File: src/rtl/plm_pkg.sv
package plm_pkg;
   // Port geometry
   localparam int PORT_WIDTH = 8;
   // Output latch reset value
   localparam logic [7:0] LATCH_RST = 8'h00;
   // Idle levels that the peripheral controls take at reset
   localparam logic SER_LEVEL_RST = 1'b1;
   localparam logic TMR_LEVEL_RST = 1'b0;
   localparam logic OUT_EN_RST = 1'b0;
   localparam logic I2C_EN_RST = 1'b0;
   localparam logic BUZ_EN_RST = 1'b0;
   localparam logic REDIR_RST = 1'b0;
   // Tie-offs for absent functions
   localparam logic SER_TIE = 1'b1;
   localparam logic OTHER_TIE = 1'b0;
   localparam logic OD_TIE = 1'b0;
   // Read-modify-write operations
   typedef enum logic [1:0] {PLM_OP_AND, PLM_OP_OR, PLM_OP_XOR, PLM_OP_NOT} plm_op_e;
endpackage

File: src/rtl/plm_pin_mux.sv
`timescale 1ns/10ps
// One pin's output gating: latch AND serial, OR other peripherals.
module plm_pin_mux (
   // Sources
   input  wire logic latch_in,
   input  wire logic serial_in,
   input  wire logic other_in,
   // Control
   input  wire logic dir_out_in,
   input  wire logic digital_in,
   input  wire logic open_drain_in,
   // Pin drive
   output logic      pin_data_out,
   output logic      pin_oe_n_out
);
   logic level;

   // Combine the three sources
   always_comb begin
      level = (latch_in & serial_in) | other_in;
   end

   // Buffer enable; open drain only drives low
   always_comb begin
      pin_data_out = open_drain_in ? 1'b0 : level;
      if (dir_out_in && digital_in && !(open_drain_in && level)) begin
         pin_oe_n_out = 1'b0;
      end else begin
         pin_oe_n_out = 1'b1;
      end
   end
endmodule // plm_pin_mux

File: src/rtl/plm_port.sv
`timescale 1ns/10ps
// Contract
// - Output mode: write loads latch and latch drives pin.
// - Latch holds until next write in either mode.
// - Reset clears every latch bit.
// - Input mode write updates latch, pin stays undriven.
// - Output mode read returns latch value.
// - Input mode read returns pin level.
// - Plain read leaves latch unchanged.
// - Output mode RMW: operand from latch, result to latch and pin.
// - Input mode RMW: operand from pin, result to latch only.
// - Pin = (latch AND serial) OR other peripheral outputs.
// - Missing open-drain select acts as 0.
// - Missing serial function ties 1; missing other function ties 0.
// - Redirection moves peripheral output to alternative pin.
// - Reset leaves all peripheral outputs in disabled idle state; plm_port does not gate them on reset, their enables come straight from inputs.
module plm_port
   import plm_pkg::*;
#(
   parameter int WIDTH = plm_pkg::PORT_WIDTH,
   parameter logic [7:0] HAS_OD = 8'hff,
   parameter logic [7:0] HAS_SER = 8'hff,
   parameter logic [7:0] HAS_OTHER = 8'hff,
   parameter logic [7:0] HAS_ANALOG = 8'h0f
) (
   // Clock and reset
   input  wire logic             clk_in,
   input  wire logic             rst_n_in,
   // Processor access
   input  wire logic             wr_en_in,
   input  wire logic [WIDTH-1:0] wr_data_in,
   input  wire logic             rd_en_in,
   input  wire logic             rmw_en_in,
   input  wire plm_pkg::plm_op_e rmw_op_in,
   input  wire logic [WIDTH-1:0] rmw_arg_in,
   output logic      [WIDTH-1:0] rd_data_out,
   output logic                  rd_valid_out,
   // Pin configuration
   input  wire logic [WIDTH-1:0] dir_out_in,
   input  wire logic [WIDTH-1:0] analog_sel_in,
   input  wire logic [WIDTH-1:0] open_drain_select_in,
   input  wire logic [WIDTH-1:0] redirect_in,
   // Serial array unit controls
   input  wire logic [WIDTH-1:0] serial_data_raw_in,
   input  wire logic [WIDTH-1:0] serial_output_enable_in,
   // Other peripheral outputs (timer, clock/buzzer, i2c)
   input  wire logic [WIDTH-1:0] timer_channel_output_in,
   input  wire logic [WIDTH-1:0] timer_output_enable_in,
   input  wire logic [WIDTH-1:0] i2c_line_raw_in,
   input  wire logic             i2c_operation_enable_in,
   input  wire logic [WIDTH-1:0] clock_buzzer_raw_in,
   input  wire logic             clock_buzzer_output_enable_in,
   // Pins
   input  wire logic [WIDTH-1:0] pin_in,
   output logic      [WIDTH-1:0] pin_out,
   output logic      [WIDTH-1:0] pin_oe_n_out
);
   import plm_pkg::*;

   logic [WIDTH-1:0] latch_q, latch_d;
   logic [WIDTH-1:0] rd_data_q, rd_data_d;
   logic             rd_valid_q, rd_valid_d;
   logic [WIDTH-1:0] pin_s1_q, pin_s2_q;
   logic [WIDTH-1:0] digital, od_eff, ser_eff, other_eff, other_moved, view;

   // Apply the selected read-modify-write operation
   function automatic logic [WIDTH-1:0] apply_op(input plm_op_e op, input logic [WIDTH-1:0] a,
                                                 input logic [WIDTH-1:0] b);
      case (op)
         PLM_OP_AND: apply_op = a & b;
         PLM_OP_OR:  apply_op = a | b;
         PLM_OP_XOR: apply_op = a ^ b;
         default:    apply_op = ~a;
      endcase
   endfunction

   // Pin synchroniser
   always_ff @(posedge clk_in) begin
      if (!rst_n_in) begin
         pin_s1_q <= '0;
         pin_s2_q <= '0;
      end else begin
         pin_s1_q <= pin_in;
         pin_s2_q <= pin_s1_q;
      end
   end

   // Per-bit view: latch for outputs, pin level for inputs
   always_comb begin
      view = (dir_out_in & latch_q) | (~dir_out_in & pin_s2_q);
   end

   // Latch and read port next values
   always_comb begin
      latch_d    = latch_q;
      rd_data_d  = rd_data_q;
      rd_valid_d = 1'b0;
      if (rmw_en_in) begin
         latch_d = apply_op(rmw_op_in, view, rmw_arg_in);
      end else if (wr_en_in) begin
         latch_d = wr_data_in;
      end
      if (rd_en_in) begin
         rd_data_d  = view;
         rd_valid_d = 1'b1;
      end
   end

   always_ff @(posedge clk_in) begin
      if (!rst_n_in) begin
         latch_q    <= LATCH_RST;
         rd_data_q  <= '0;
         rd_valid_q <= 1'b0;
      end else begin
         latch_q    <= latch_d;
         rd_data_q  <= rd_data_d;
         rd_valid_q <= rd_valid_d;
      end
   end

   assign rd_data_out  = rd_data_q;
   assign rd_valid_out = rd_valid_q;

   // Source gating and tie-offs for absent functions
   always_comb begin
      digital = ~(analog_sel_in & HAS_ANALOG);
      od_eff  = open_drain_select_in & HAS_OD;
      ser_eff = (serial_data_raw_in | ~serial_output_enable_in) | ~HAS_SER;
      other_eff = (timer_channel_output_in & timer_output_enable_in)
                | (i2c_line_raw_in & {WIDTH{i2c_operation_enable_in}})
                | (clock_buzzer_raw_in & {WIDTH{clock_buzzer_output_enable_in}});
      // Redirected bits move one pin up, freeing the original pin
      other_moved = ((other_eff & ~redirect_in) | ({other_eff[WIDTH-2:0], 1'b0}
                    & {redirect_in[WIDTH-2:0], 1'b0})) & HAS_OTHER;
   end

   // Per-pin output circuit
   for (genvar i = 0; i < WIDTH; i++) begin : g_pin
      plm_pin_mux u_mux (
         .latch_in      (latch_q[i]),
         .serial_in     (ser_eff[i]),
         .other_in      (other_moved[i]),
         .dir_out_in    (dir_out_in[i]),
         .digital_in    (digital[i]),
         .open_drain_in (od_eff[i]),
         .pin_data_out  (pin_out[i]),
         .pin_oe_n_out  (pin_oe_n_out[i])
      );
   end
endmodule // plm_port

File: config.mk
export PLATFORM = sky130hd
export DESIGN_NAME = plm_port
export DESIGN_NICKNAME = d
export VERILOG_FILES = /design/src/rtl/plm_pkg.sv /design/src/rtl/plm_pin_mux.sv /design/src/rtl/plm_port.sv
export SDC_FILE = /design/constraint.sdc
export NUM_CORES = 1
export LEC_CHECK = 0
export BUFFER_PORTS_ARGS = -buffer_cell sky130_fd_sc_hd__buf_2
export CORE_UTILIZATION = 45
export CTS_CLUSTER_DIAMETER = 30
export DETAILED_ROUTE_END_ITERATION = 8
export GPL_TIMING_DRIVEN = 0
export PLACE_DENSITY = 0.82
export SYNTH_ARGS = -nofsm -noshare
export SYNTH_HDL_FRONTEND = slang
export SYNTH_SLANG_ARGS = --single-unit
File: constraint.sdc
create_clock -name clk_in -period 1.7 [get_ports clk_in]
set_input_delay 0.255 -clock clk_in [delete_from_list [all_inputs] [get_ports clk_in]]
set_output_delay 0.255 -clock clk_in [all_outputs]
set_load 0.03 [all_outputs]
==> impl_results.md <==
- Worst Tran Pin Value: 0.403 ns
- FF-to-FF path depth: 6
- Critical path's slowest cell: a221oi_4
- FF+latch count, synth: 33
- RSZ-0062 raised after global routing: yes
- CP max FO: 7
- CP cell instances: buf_12, buf_8, a22o_4, a221oi_4, a21oi_2, buf_4, buf_2
- Fillers: 451
- CORE AREA: ~0.0051 mm2
- Final core utilization: 65.3%
- Distinct cells, synth: 38
- Seq/Total Area, Yosys: 27.4%
- Worst-path clk slew: ~0.06 ns
- Hold-fix buffers, CTS: 0
- WS Path Type: input pin to primary output
- Max Slew Vio Count: 0
- P per Cell Area: 652 mW/mm2
- Fin nets: about 530
- Post-route setup TNS: 0 ns
- Synthesized Nets: slightly below 400
- Fin cells: 473
- GRT overflow: 0
- Final hold viol count: 0
- Final setup vio count: 0
- Via density: 5.23
- Status: completed
- Critical path data arrival time: around 1.4 ns
- CP bufs+invs: 4
- Post-synth top area cell: dfxtp_1
- Max Cap Viol: 0
- Placed Cells: 468
- Top post-synthesis cells by area: dfxtp_1 27%, ha_1 8.3%, buf_4 5.3%
- Largest stage delay, worst path: 0.32 ns
- Hold slack final: 0.176 ns
- Die area: approximately 0.0057 mm2
- CTS buffer count: 5
- Period utilisation layout: 98.7%
- Vias: 2476
- Post-DRT Antenna Nets: 0
- Hold-critical path depth: 2
- Cell area after layout: 0.00335 mm2
- Layout Area Growth over Synthesis: 39.0%
- Avg WL per Cell: around 14 um
- Place WS: -0.0674 ns
- GP Congestion: 0.752
- Residual DRC: 0
- Vias in the first global route: approximately 2400
- CTS tree: built
- Post-DP HPWL: approximately 5.3 mm
- Clock skew: between 0.003 and 0.004 ns
- Crit path time final: 1.68 ns
- ANT cells: 0
- Root Buffer: clkbuf_8
- Power, Total: 2.19 mW
- TritonRoute pass-1 iters: 5
- Die Ht: 75.2 um
- CP Capture Type: primary output
- CP top delay family: compound AO/OA/AOI/OAI gates
- Placed Area: 0.00315 mm2
- Post-Syn Instances: 269
- Post-Syn Area per Cell: 8.97 um2
- Synth Warn #: 0
- Post-Route WL: roughly 6.7 mm
- HP Class: input pin to flop
- Worst path required time: ~1.4 ns
- GRT Overall Usage: about a quarter
- Leading cell type in the layout, fill and taps excluded: buf_2
- Most frequent cells in the layout: 121 x buf_2, 33 x dfxtp_1, 27 x inv_1
- WP depth: 7
- Leakage Power: 1.78 nW
- Antenna violations before repair: 0
- Die X: 75.2 um
- IO Count: around 140
- Port Buffers: about 130
- First-pass GRT wire length: 9.95 mm
- PnR worst setup slack: about 0.022 ns
- Fmax: roughly 600 MHz
- Layout cells sized above 1: 45.9%
- Starting Density: 47.0%
- # rows: 26
- Clock tree sinks: 33
- Synth top area share: 27.4%
- Largest net degree at the start of global routing: 11
- Peak supply drop: approximately 0.52 mV
- Starting DRC count in detailed routing: 104
- Startpoint Class: input pin
- Max-slew headroom: 72.4%
- Clk buf depth: 2
- Htree depth: 2
- Mapped Area: 0.00241 mm2
- Clock Latency Late Sink: between 0.2 and 0.3 ns
-- metal layers --
| metal | GRT usage [%] | vias to the layer above | wire length (um) | share of wire [%] |
|---|---|---|---|---|
| li1 | - | 1231 | - | - |
| met1 | 23.8 | 1127 | 2610 | 39 |
| met2 | 47.3 | 110 | 3480 | 52 |
| met3 | 4.28 | 8 | 585 | 8.7 |
| met4 | 8.23 | 0 | 72 | 1.1 |
| met5 | 0 | - | 0 | 0 |
-- synthesized netlist by cell type, drive strengths merged --
| cell type | instances |
|---|---|
| and3 | 7 |
| buf | 22 |
| and2 | 17 |
| nand3 | 1 |
| nor2b | 16 |
| mux2i | 8 |
| a222oi | 8 |
| a22o | 7 |
| o21ai | 6 |
| a211oi | 1 |
| a2bb2oi | 1 |
| o211a | 8 |
| o32ai | 7 |
| o221ai | 7 |
| ha | 16 |
| inv | 27 |
| clkbuf | 7 |
| o21bai | 3 |
| a21oi | 15 |
| dfxtp | 33 |
| o31a | 4 |
| o311ai | 3 |
| nand2 | 10 |
| nor2 | 1 |
| nand2b | 10 |
| or2 | 8 |
| mux2 | 8 |
| a221oi | 7 |
| nor3 | 1 |
-- kinds of logic (layout without fill, tap and decap cells) --
kind of cell / after synthesis / after routing / synth area share [%]
flops: 33 / 33 / 27.4
buf+inv: 56 / 190 / 11.9
simple gates: 71 / 71 / 17.2
mux: 16 / 16 / 7.05
fa+ha+maj: 16 / 16 / 8.29
compound gates: 77 / 77 / 28.3
-- power breakdown --
part           internal [mW]  switching (mW)  leakage (nW)  total, mW
Clock                  0.321           0.257        0.0443      0.577
Sequential             0.823          0.0314         0.274      0.854
Combinational          0.377           0.377          1.46      0.754
-- registers in the layout (all words and copies together) (netlist names) --
signal and cells:
rd_data_out 8, pin_s2_q 8, latch_q 8, pin_s1_q 8, rd_valid_out 1
-- cell type report --
| class | count | area (um2) | area share, % |
|---|---|---|---|
| plain buffers | 23 | 148 | 4.40 |
| clock buffers | 7 | 86.3 | 2.57 |
| inverters | 27 | 101 | 3.02 |
| multi-input cells | 180 | 1490 | 44.3 |
| flip-flops and latches | 33 | 661 | 19.7 |
| well taps | 70 | 87.6 | 2.61 |
| repair buffers | 133 | 783 | 23.3 |
-- what timing repair did --
item / CTS / global route
gates cloned: 2 / 0
setup buffers: 2 / 0
pin swaps: 11 / 19
setup endpoints to repair: 15 / 19
gates resized for setup: 11 / 35
-- final timing paths --
kind                                    end                    start  slack, ns
worst min-delay path            pin_s1_q[4]                pin_in[4]       0.18
worst min register to register  pin_s2_q[6]              pin_s1_q[6]       0.43
worst max-delay path             pin_out[7]  i2c_operation_enable_in       0.02
worst max register to register   latch_q[6]               latch_q[6]       0.15
(Power assumes the default switching activity.)
